$ cat config.mk
export PLATFORM = sky130hd
export DESIGN_NAME = bcsp_port
export DESIGN_NICKNAME = d
export VERILOG_FILES = /design/src/hw/bcsp_pkg.sv /design/src/hw/bcsp_pin_mux.sv /design/src/hw/bcsp_port.sv
export SDC_FILE = /design/constraint.sdc
export NUM_CORES = 1
export LEC_CHECK = 0
export BUFFER_PORTS_ARGS = -buffer_cell sky130_fd_sc_hd__clkbuf_2
export CAP_MARGIN = 10
export CORE_AREA = 2 2 121 76
export CTS_BUF_LIST = sky130_fd_sc_hd__clkbuf_16
export CTS_CLUSTER_DIAMETER = 30
export DETAILED_ROUTE_END_ITERATION = 16
export DIE_AREA = 0 0 123 78
export HOLD_SLACK_MARGIN = 0.02
export PLACE_DENSITY = 0.59
export SLEW_MARGIN = 40
export SYNTH_ARGS = -nofsm -noshare
export SYNTH_HDL_FRONTEND = slang
export SYNTH_SLANG_ARGS = --single-unit
$ cat constraint.sdc
create_clock -name pclk -period 2.7 [get_ports pclk]
set_input_delay 0.405 -clock pclk [delete_from_list [all_inputs] [get_ports pclk]]
set_output_delay 0.405 -clock pclk [all_outputs]
set_load 0.005 [all_outputs]
$ cat src/hw/bcsp_pkg.sv
// Constants and decode helpers for the bus control shared port.
package bcsp_pkg;

    // ************************************************************
    // Bus geometry
    // ************************************************************
    localparam int unsigned BCSP_ADDR_W = 20;
    localparam int unsigned BCSP_DATA_W = 32;
    localparam int unsigned BCSP_PINS = 8;

    // ************************************************************
    // Register indices and byte addresses
    // ************************************************************
    // The printed offsets are not word aligned, so each is an index
    // and the byte address is four times the index.
    localparam logic [15:0] BCSP_IDX_DIRECTION = 16'hfebe;
    localparam logic [15:0] BCSP_IDX_PIN_LEVELS = 16'hff5e;
    localparam logic [15:0] BCSP_IDX_OUTPUT_LATCH = 16'hff6e;
    localparam logic [19:0] BCSP_ADDR_DIRECTION = {2'b00, BCSP_IDX_DIRECTION, 2'b00};
    localparam logic [19:0] BCSP_ADDR_PIN_LEVELS = {2'b00, BCSP_IDX_PIN_LEVELS, 2'b00};
    localparam logic [19:0] BCSP_ADDR_OUTPUT_LATCH = {2'b00, BCSP_IDX_OUTPUT_LATCH, 2'b00};

    // ************************************************************
    // Values after reset and fixed read values
    // ************************************************************
    localparam logic [7:0] BCSP_DIR_RST_EXT = 8'h80;
    localparam logic [7:0] BCSP_DIR_RST_SINGLE = 8'h00;
    localparam logic [7:0] BCSP_LATCH_RST = 8'h00;
    localparam logic [7:0] BCSP_DIR_READ_VALUE = 8'h00;
    localparam logic [31:0] BCSP_UNMAPPED_READ = 32'h0000_0000;

    // ************************************************************
    // Pin positions
    // ************************************************************
    localparam int unsigned BCSP_PIN_CLOCK = 7;
    localparam int unsigned BCSP_PIN_ADDR_STROBE = 6;
    localparam int unsigned BCSP_PIN_LWR = 3;
    localparam int unsigned BCSP_PIN_WAIT = 2;
    localparam int unsigned BCSP_PIN_BUS_ACK = 1;
    localparam int unsigned BCSP_PIN_BUS_REQ = 0;

    // ************************************************************
    // Operating modes
    // ************************************************************
    localparam logic [2:0] BCSP_MODE_1 = 3'h1;
    localparam logic [2:0] BCSP_MODE_2 = 3'h2;
    localparam logic [2:0] BCSP_MODE_4 = 3'h4;
    localparam logic [2:0] BCSP_MODE_5 = 3'h5;
    localparam logic [2:0] BCSP_MODE_6 = 3'h6;

    // Modes outside the external-bus group, mode 0 included, act as single-chip.
    function automatic logic bcsp_is_ext_mode(input logic [2:0] mode);
        bcsp_is_ext_mode = (mode == BCSP_MODE_1) || (mode == BCSP_MODE_2) ||
                           (mode == BCSP_MODE_4) || (mode == BCSP_MODE_5) ||
                           (mode == BCSP_MODE_6);
    endfunction

endpackage

$ cat src/hw/bcsp_pin_mux.sv
// Pin function multiplexer of the bus control shared port.
`timescale 1ns/1ns
module bcsp_pin_mux (
    input wire logic ext_mode,
    input wire logic [7:0] direction,
    input wire logic [7:0] latch,
    input wire logic sys_clock_level,
    input wire logic [3:0] strobes_n,
    input wire logic bus_ack_n,
    input wire logic stall_en,
    input wire logic release_en,
    input wire logic standby,
    input wire logic hold,
    output logic [7:0] next_out,
    output logic [7:0] next_oe
);

    logic bus_drive;

    // A bus control output is released in standby unless hold is set.
    assign bus_drive = !standby || hold;

    always_comb begin
        // RQ8: general I/O default
        next_out = latch;
        next_oe = direction;
        // RQ5: clock output pin
        next_out[bcsp_pkg::BCSP_PIN_CLOCK] = sys_clock_level;
        if (ext_mode) begin
            // RQ6: strobes ignore direction
            next_out[bcsp_pkg::BCSP_PIN_ADDR_STROBE:bcsp_pkg::BCSP_PIN_LWR] = strobes_n;
            // RQ4: standby hold or release
            next_oe[bcsp_pkg::BCSP_PIN_ADDR_STROBE:bcsp_pkg::BCSP_PIN_LWR] = {4{bus_drive}};
            // RQ12: wait input takeover
            if (stall_en) begin
                next_oe[bcsp_pkg::BCSP_PIN_WAIT] = 1'b0;
            end
            // RQ13: bus release pins
            if (release_en) begin
                next_out[bcsp_pkg::BCSP_PIN_BUS_ACK] = bus_ack_n;
                next_oe[bcsp_pkg::BCSP_PIN_BUS_ACK] = bus_drive;
                next_oe[bcsp_pkg::BCSP_PIN_BUS_REQ] = 1'b0;
            end
        end
    end

endmodule

$ cat src/hw/bcsp_port.sv
// Bus control shared port: APB registers, pin sampling and pin drive.
//
// Notes on behaviour
// RQ1: The direction register is an 8-bit write-only register, one bit per pin, 1 for output.
// RQ2: Reset and hardware standby load direction with 80h in modes 1,2,4,5,6 and 00h in 3,7.
// RQ3: Direction, output latch and pin-state view keep their contents in software standby.
// RQ4: In software standby the bus control outputs hold their level or float, by the hold bit.
// RQ5: Pin 7 drives the system clock when its direction bit is 1, else it is an input.
// RQ6: In external-bus modes pins 6 to 3 drive the four bus strobes, except in software standby without hold (RQ4).
// RQ7: In external-bus modes pins 2 to 0 carry wait, acknowledge and request when enabled.
// RQ8: In single-chip modes pins 6 to 0 are plain outputs or inputs by their direction bits.
// RQ9: The output latch is readable and writable and clears to 00h on reset or hw standby.
// RQ10: Software sets pin levels only through the output latch; the pin view is read-only.
// RQ11: Each pin view bit reads the latch bit when output and the live pin when input.
// RQ12: In external-bus modes pin 2 is the wait input while the stall enable is set.
// RQ13: In external-bus modes the release enable makes pin 1 acknowledge and pin 0 request.
// RQ14: The static mode input is decoded into an external-bus group and a single-chip group.
//
// Added by the designer: register access over APB.
`timescale 1ns/1ns
module bcsp_port (
    input wire logic pclk,
    input wire logic presetn,
    input wire logic psel,
    input wire logic penable,
    input wire logic pwrite,
    input wire logic [19:0] paddr,
    input wire logic [31:0] pwdata,
    output logic pready,
    output logic [31:0] prdata,
    output logic pslverr,
    input wire logic [2:0] op_mode,
    input wire logic hw_standby,
    input wire logic soft_standby,
    input wire logic standby_output_hold,
    input wire logic stall_input_enable,
    input wire logic bus_release_enable,
    input wire logic sys_clock_level,
    input wire logic address_strobe_n,
    input wire logic read_strobe_n,
    input wire logic upper_byte_write_n,
    input wire logic lower_byte_write_n,
    input wire logic bus_ack_n,
    input wire logic [7:0] pin_in,
    output logic [7:0] pin_out,
    output logic [7:0] pin_oe,
    output logic wait_n,
    output logic bus_request_n
);

    // ************************************************************
    // Declarations
    // ************************************************************
    logic ext_mode;
    logic [7:0] port_direction;
    logic [7:0] port_output_latch;
    logic [7:0] port_pin_levels;
    logic [7:0] pin_meta;
    logic [7:0] pin_sync;
    logic standby_meta;
    logic standby_sync;
    logic init_pending;
    logic [3:0] held_strobes_n;
    logic held_bus_ack_n;
    logic [3:0] live_strobes_n;
    logic [3:0] mux_strobes_n;
    logic mux_bus_ack_n;
    logic [7:0] next_pin_out;
    logic [7:0] next_pin_oe;
    logic [7:0] next_direction;
    logic access;
    logic wr_dir;
    logic wr_latch;
    logic hit;

    // RQ14: mode group decode
    assign ext_mode = bcsp_pkg::bcsp_is_ext_mode(op_mode);

    // ************************************************************
    // Pin and standby synchronisers
    // ************************************************************
    always_ff @(posedge pclk or negedge presetn) begin
        if (!presetn) begin
            // Pins idle high, so the active-low wait and request lines stay quiet after reset.
            pin_meta <= 8'hff;
            pin_sync <= 8'hff;
        end else begin
            pin_meta <= pin_in;
            pin_sync <= pin_meta;
        end
    end

    always_ff @(posedge pclk or negedge presetn) begin
        if (!presetn) begin
            standby_meta <= 1'b0;
            standby_sync <= 1'b0;
        end else begin
            standby_meta <= hw_standby;
            standby_sync <= standby_meta;
        end
    end

    // ************************************************************
    // APB decode
    // ************************************************************
    // Zero wait states keep the slave simple; every access ends in its first access cycle.
    assign access = psel && penable;
    assign hit = (paddr == bcsp_pkg::BCSP_ADDR_DIRECTION) ||
                 (paddr == bcsp_pkg::BCSP_ADDR_PIN_LEVELS) ||
                 (paddr == bcsp_pkg::BCSP_ADDR_OUTPUT_LATCH);
    assign wr_dir = access && pwrite && (paddr == bcsp_pkg::BCSP_ADDR_DIRECTION);
    assign wr_latch = access && pwrite && (paddr == bcsp_pkg::BCSP_ADDR_OUTPUT_LATCH);
    assign pready = 1'b1;
    assign pslverr = access && !hit;

    always_comb begin
        prdata = bcsp_pkg::BCSP_UNMAPPED_READ;
        if (access && !pwrite) begin
            if (paddr == bcsp_pkg::BCSP_ADDR_DIRECTION) begin
                // RQ1: direction is not readable
                prdata = {24'h000000, bcsp_pkg::BCSP_DIR_READ_VALUE};
            end else if (paddr == bcsp_pkg::BCSP_ADDR_PIN_LEVELS) begin
                // RQ11: latch for outputs, pin for inputs
                prdata = {24'h000000, (port_direction & port_output_latch) |
                                      (~port_direction & port_pin_levels)};
            end else if (paddr == bcsp_pkg::BCSP_ADDR_OUTPUT_LATCH) begin
                prdata = {24'h000000, port_output_latch};
            end
        end
    end

    // ************************************************************
    // Registers
    // ************************************************************
    // The async reset may only load a constant, so the mode-dependent
    // value is loaded at the first edge after release.
    always_ff @(posedge pclk or negedge presetn) begin
        if (!presetn) begin
            init_pending <= 1'b1;
        end else begin
            init_pending <= standby_sync;
        end
    end

    assign next_direction = ext_mode ? bcsp_pkg::BCSP_DIR_RST_EXT
                                     : bcsp_pkg::BCSP_DIR_RST_SINGLE;

    always_ff @(posedge pclk or negedge presetn) begin
        if (!presetn) begin
            port_direction <= bcsp_pkg::BCSP_DIR_RST_SINGLE;
        end else if (init_pending || standby_sync) begin
            // RQ2: mode-dependent initial direction
            port_direction <= next_direction;
        end else if (wr_dir) begin
            // RQ1: write-only direction
            port_direction <= pwdata[7:0];
        end
    end

    always_ff @(posedge pclk or negedge presetn) begin
        if (!presetn) begin
            port_output_latch <= bcsp_pkg::BCSP_LATCH_RST;
        end else if (standby_sync) begin
            // RQ9: hardware standby clears latch
            port_output_latch <= bcsp_pkg::BCSP_LATCH_RST;
        end else if (wr_latch) begin
            // RQ10: outputs set through latch only
            port_output_latch <= pwdata[7:0];
        end
    end

    // RQ3: pin view frozen in standby
    always_ff @(posedge pclk or negedge presetn) begin
        if (!presetn) begin
            port_pin_levels <= 8'h00;
        end else if (!soft_standby) begin
            port_pin_levels <= pin_sync;
        end
    end

    // ************************************************************
    // Standby output hold
    // ************************************************************
    assign live_strobes_n = {address_strobe_n, read_strobe_n,
                             upper_byte_write_n, lower_byte_write_n};

    // RQ4: capture levels on standby entry
    always_ff @(posedge pclk or negedge presetn) begin
        if (!presetn) begin
            held_strobes_n <= 4'hf;
            held_bus_ack_n <= 1'b1;
        end else if (!soft_standby) begin
            held_strobes_n <= live_strobes_n;
            held_bus_ack_n <= bus_ack_n;
        end
    end

    assign mux_strobes_n = soft_standby ? held_strobes_n : live_strobes_n;
    assign mux_bus_ack_n = soft_standby ? held_bus_ack_n : bus_ack_n;

    // ************************************************************
    // Pin drive
    // ************************************************************
    bcsp_pin_mux u_mux (
        .ext_mode(ext_mode),
        .direction(port_direction),
        .latch(port_output_latch),
        .sys_clock_level(sys_clock_level),
        .strobes_n(mux_strobes_n),
        .bus_ack_n(mux_bus_ack_n),
        .stall_en(stall_input_enable),
        .release_en(bus_release_enable),
        .standby(soft_standby),
        .hold(standby_output_hold),
        .next_out(next_pin_out),
        .next_oe(next_pin_oe)
    );

    always_ff @(posedge pclk or negedge presetn) begin
        if (!presetn) begin
            pin_out <= 8'h00;
            pin_oe <= 8'h00;
        end else begin
            pin_out <= next_pin_out;
            pin_oe <= next_pin_oe;
        end
    end

    // RQ7: wait and request to controller
    always_ff @(posedge pclk or negedge presetn) begin
        if (!presetn) begin
            wait_n <= 1'b1;
            bus_request_n <= 1'b1;
        end else begin
            wait_n <= (ext_mode && stall_input_enable) ?
                      pin_sync[bcsp_pkg::BCSP_PIN_WAIT] : 1'b1;
            bus_request_n <= (ext_mode && bus_release_enable) ?
                             pin_sync[bcsp_pkg::BCSP_PIN_BUS_REQ] : 1'b1;
        end
    end

    // ************************************************************
    // Assertions
    // ************************************************************
    // The edge at which reset is released still loads reset values, so checks that
    // look one edge ahead from there also require presetn in their antecedent.
    a_dir_init_value: assert property (@(posedge pclk) disable iff (!presetn) // RQ2
        presetn && init_pending |=> port_direction ==
            (ext_mode ? bcsp_pkg::BCSP_DIR_RST_EXT : bcsp_pkg::BCSP_DIR_RST_SINGLE))
        else $error("direction not loaded with mode reset value");

    a_dir_read_zero: assert property (@(posedge pclk) disable iff (!presetn) // RQ1
        access && !pwrite && paddr == bcsp_pkg::BCSP_ADDR_DIRECTION
        |-> prdata == 32'h0000_0000)
        else $error("direction read returned stored value");

    a_latch_write: assert property (@(posedge pclk) disable iff (!presetn) // RQ9
        wr_latch && !standby_sync |=> port_output_latch == $past(pwdata[7:0]))
        else $error("output latch did not take write data");

    a_pin_view_read: assert property (@(posedge pclk) disable iff (!presetn) // RQ11
        access && !pwrite && paddr == bcsp_pkg::BCSP_ADDR_PIN_LEVELS
        |-> prdata[7:0] == ((port_direction & port_output_latch) |
                            (~port_direction & port_pin_levels)))
        else $error("pin view read mismatch");

    a_view_frozen: assert property (@(posedge pclk) disable iff (!presetn) // RQ3
        soft_standby ##1 soft_standby |-> $stable(port_pin_levels))
        else $error("pin view changed in standby");

    a_standby_float: assert property (@(posedge pclk) disable iff (!presetn) // RQ4
        ext_mode && soft_standby && !standby_output_hold
        |=> pin_oe[6:3] == 4'h0)
        else $error("bus strobes driven in standby without hold");

    a_clock_pin: assert property (@(posedge pclk) disable iff (!presetn) // RQ5
        port_direction[7] |=> pin_oe[7] && pin_out[7] == $past(sys_clock_level))
        else $error("clock pin not driving clock level");

    a_strobe_pins: assert property (@(posedge pclk) disable iff (!presetn) // RQ6
        presetn && ext_mode && !soft_standby
        |=> pin_oe[6:3] == 4'hf && pin_out[6:3] == $past(live_strobes_n))
        else $error("strobe pins not driven");

    a_request_path: assert property (@(posedge pclk) disable iff (!presetn) // RQ7
        presetn && $past(presetn) && ext_mode && bus_release_enable
        ##1 ext_mode && bus_release_enable
        |=> bus_request_n == $past(pin_in[0], 3))
        else $error("bus request not passed from pin");

    a_single_chip: assert property (@(posedge pclk) disable iff (!presetn) // RQ8
        !ext_mode |=> pin_oe[6:0] == $past(port_direction[6:0]) &&
                      pin_out[6:0] == $past(port_output_latch[6:0]))
        else $error("single-chip pin not general I/O");

    a_wait_input: assert property (@(posedge pclk) disable iff (!presetn) // RQ12
        ext_mode && stall_input_enable |=> !pin_oe[2])
        else $error("wait pin driven while stall enabled");

    a_bus_ack_pin: assert property (@(posedge pclk) disable iff (!presetn) // RQ13
        presetn && ext_mode && bus_release_enable && !soft_standby
        |=> pin_oe[1] && !pin_oe[0] && pin_out[1] == $past(bus_ack_n))
        else $error("bus release pins wrong");

    c_latch_write: cover property (@(posedge pclk) disable iff (!presetn) wr_latch);
    c_standby_hold: cover property (@(posedge pclk) disable iff (!presetn)
        ext_mode && soft_standby && standby_output_hold);
    c_bus_release: cover property (@(posedge pclk) disable iff (!presetn)
        ext_mode && bus_release_enable && !bus_request_n);
    c_unmapped: cover property (@(posedge pclk) disable iff (!presetn) pslverr);

endmodule

# Word level (Yosys, flattened, before mapping)
# Cells that the tools add are included.
[classes]
eq_ne = 8
n_mux = 19
bitwise = 4
n_reduce_logical = 21
[ops]
columns = ["operator", "n"]
rows = [
  ["$mux W8", 8],
  ["$eq A20 B18 Y1 const B", 3],
  ["$mux W32", 1],
  ["$and A8 B8 Y8", 2],
  ["$eq A3 B3 Y1 const B", 3],
  ["$logic_and A1 B1 Y1", 8],
  ["$logic_or A1 B1 Y1", 8],
  ["$mux W4", 2],
  ["$not A8 Y8", 1],
  ["$or A8 B8 Y8", 1],
  ["$mux W7", 1],
  ["$mux W1", 6],
  ["$reduce_bool A2 Y1", 2],
  ["$eq A3 B1 Y1 const B", 1],
  ["$eq A3 B2 Y1 const B", 1],
  ["$logic_not A1 Y1", 3],
  ["$mux W2", 1],
]
[word_totals]
ff_bits = 66
in_bits = 79
out_inout_bits = 52
word_cells = 66

# Logic depth before layout (Yosys ltp)
[depth]
word_depth = 7
depth_mapped = 6
mapped_depth_nobuf = 4

# By module
# From an unflattened synthesis, not the netlist that was laid out.
[hier_totals]
cells_unflattened = 251
hier_area_um2 = 3001.6
[by_module_without_submodules]
columns = ["module", "instances", "cells_per_inst", "area_each_um2", "seq_area_each_um2"]
rows = [
  ["bcsp_port", 1, 230, 2795.2, 1681.6],
  ["bcsp_pin_mux", 1, 21, 206.4, 0.0],
]

# Worst setup path after synthesis
# No wires, ideal clock.
[synth_path]
path_type = "input-to-output"
start = "input paddr[1]"
end = "output prdata[0]"
arrival_ps = 2004
required_time_ps = 2295
slack_ps = 291
stages = 5
path_buffers = 1
path_cell_list = "or4b_1 buf_2 or4_4 o2111ai_1 a21oi_1"
[synth_between]
elab_chain_cells = 5
word_cells_on_any_way = 7
cone_classes = "eq/ne: 3; mux: 4"
[synth_lines]
columns = ["element", "line_no", "text"]
rows = [
  ["start, declared", "bcsp_port.sv:27", "input wire logic [19:0] paddr,"],
  ["$eq A20 B18 Y1", "bcsp_port.sv:126", "end else if (paddr == bcsp_pkg::BCSP_ADDR_OUTPUT_LATCH) begin"],
  ["$mux W8", "bcsp_port.sv:126", ""],
  ["$mux W8", "bcsp_port.sv:122", "end else if (paddr == bcsp_pkg::BCSP_ADDR_PIN_LEVELS) begin"],
  ["$mux W8 *", "bcsp_port.sv:119", "if (paddr == bcsp_pkg::BCSP_ADDR_DIRECTION) begin"],
  ["$mux W32 *", "bcsp_port.sv:118", "if (access && !pwrite) begin"],
  ["end, declared", "bcsp_port.sv:30", "output logic [31:0] prdata,"],
]
# Mark *: on every way between the ends. The rest lies on a longest branch, timed or not.

# Worst setup path after layout
[layout_path]
start = "input paddr[7]"
end = "output prdata[1]"
# Same word-level chain as after synthesis.

==> results.md <==
- Outcome: complete, no violations
- Max_cap viols: 0
- Register area share after synthesis: 57.9%
- Via count: 2170
- Crit start category: input pin
- Max IR drop VDD: 376 µV
- DRT iter0 DRCs: 87
- Placed insts: 442
- Post-CTS setup repair buffer count: 0
- Fin util: 43.8%
- Clock tree from TritonCTS: yes
- Post-DP Area: 3390 µm²
- Clock skew: 0.00249 ns
- Yosys warnings: 0
- Final setup vio count: 0
- EDFF count, synth: 0
- Final instance area: 3680 µm²
- Antenna violations before repair: 0
- Post-route setup TNS: 0 ns
- Drt first pass iters: 4
- H-Tree Depth: 3
- Count of nets after finishing: 420
- Final cell count without fillers: 458
- Syn Std Cell Area: 2900 µm²
- Clock Pin Slew Worst Setup and Hold Paths: 0.05 ns
- IO buf count: 81
- Worst-Skew Late Latency: 0.33 ns
- First-pass GRT wire length: 11000 µm
- # resized after CTS: 0
- DR WL/cell: 15.0 µm
- N_diodes: 0
- Period utilization: 93.8%
- Fmax: 395 MHz
- Pwr/cell area: 644 nW/µm²
- ANT nets after route: 0
- Worst Path Required: 2.30 ns
- Post-CTS Hold Buffers: 0
- Critical Path AT: 2.13 ns
- Vias per inst: 4.74
- Most common cell after layout, fill and taps aside: clkbuf_2
- Total core area: 8390 µm²
- Initial Util: 34.6%
- Largest area contributor in the netlist: dfrtp_1
- Count of pins over their slew limit: 0
- Vias in the first global route: 2121
- RSZ-0062 raised after global routing: no
- Row count: 26
- Seq cells post-synth: 66
- Die ar.: 9590 µm²
- Num CTS Buffers: 9
- Yosys top cell area share: 36.2%
- GRT overflow: 0
- Share of layout cells above drive strength 1: 47.1%
- GRT Resource Usage Total: 15.5%
- WL final: 6860 µm
- Synth area leaders: dfrtp_1, dfstp_2, mux2_2
- Num Clock Sinks: 66
- Post-Syn Area per Cell: 11.6 µm²
- Most used cells in the layout excluding fill and tap cells: clkbuf_2, dfrtp_1, nand3_1
- Top FF cell, synth: dfrtp_1
- Hold Path Class: in2async
- Tmin final: 2.53 ns
- HPWL Detailed: 5180 µm
- Die H: 78 µm
- DIE WIDTH: 123 µm
- Gpl congestion: 0.886
- Residual DRC count: 0
- Hold Fails Final Rpt: 0
- Worst Setup End Kind: primary output
- Cells after Synth: 251
- Netlist cell types: 37
- I/O Pins: 131
- Worst Hold Slack: 0.108 ns
- CTS root buffer: clkbuf_16
- Pleak: 1.65 nW
- Ys async rst share: 100%
- Maximum clock insertion buffer count: 2
- Crit Path Max Fanout: 8
- Crit Path Class: in2out
- Pin count of the biggest net entering global routing: 36
- Layout area overhead: 26.6%
-- registers in the layout (all words and copies together), names as in the netlist --
name	cells
pin_out	8
init_pending	1
port_pin_levels	8
pin_oe	8
held_strobes_n	4
port_direction	8
port_output_latch	8
wait_n	1
pin_sync	8
bus_request_n	1
held_bus_ack_n	1
standby_meta	1
pin_meta	8
standby_sync	1
-- stage by stage --
| step | power, mW | worst slack [ns] |
|---|---|---|
| floorplan | 1.20 | 0.291 |
| global route | 2.49 | 0.0612 |
| finish | 2.37 | 0.166 |
| global placement | 1.28 | 0.177 |
| CTS | 2.41 | 0.168 |
| detailed placement | 1.28 | 0.170 |
-- critical path, stage by stage --
cell	delay, ns
clkbuf_2	0.11
or3b_2	0.46
or4_4	0.56
o2111ai_1	0.19
buf_4	0.20
a21oi_1	0.08
clkbuf_2	0.12
-- layout make-up --
| cell class | instances | area [µm²] |
|---|---|---|
| clock inverters | 7 | 62.6 |
| well taps | 112 | 140 |
| multi-input cells | 167 | 1050 |
| inverters | 3 | 11.3 |
| repair buffers | 94 | 503 |
| flip-flops and latches | 66 | 1680 |
| clock buffers | 9 | 225 |
| fillers | 807 | 4720 |
-- Yosys cell counts (all sizes together), types with 2 or more instances --
library cell	instances
inv	3
nand2	4
o21a	5
and4	2
a21oi	25
or4	2
dfrtp	42
o21ai	16
nor2	3
nor3	4
conb	2
buf	27
dfstp	24
clkbuf	11
nor4	2
nand3	27
nand4	10
or2	2
mux2	26
-- layer usage --
metal  vias up  share of wire (%)  GRT usage [%]
met1      1043                 51           22.1
met4         0                1.4           5.68
met3        11                7.4           6.25
li1       1037                  -              -
met5         -                  0              0
met2        79                 41           20.9
-- where the power goes --
part | switching (mW) | leakage (nW) | total [mW] | internal (mW)
clock | 0.401 | 0.144 | 1.10 | 0.703
sequential | 0.0205 | 0.790 | 1.08 | 1.06
combinational | 0.0918 | 0.714 | 0.182 | 0.0899
total | 0.513 | 1.65 | 2.37 | 1.85
-- worst paths after layout --
check	start	to	slack, ns	depth (start not counted)
min in group pclk	pin_in[7]	pin_meta[7]	0.16	1
max in group asynchronous	presetn	pin_sync[6]	2.24	2
worst max register to register	standby_sync	port_direction[2]	1.52	2
worst max-delay path	paddr[7]	prdata[1]	0.17	7
worst min-delay path	presetn	pin_out[4]	0.11	2
worst min register to register	standby_meta	standby_sync	0.35	0
-- logic make-up after synthesis --
family / after synthesis / synth area share (%)
AOI/OAI and AO/OA: 51 / 9.69
buffers and inverters: 41 / 8.83
DFF: 66 / 57.9
muxes: 26 / 10.1
other: 2 / 0.259
and+or+nand+nor: 65 / 13.2
(Power assumes the default switching activity.)
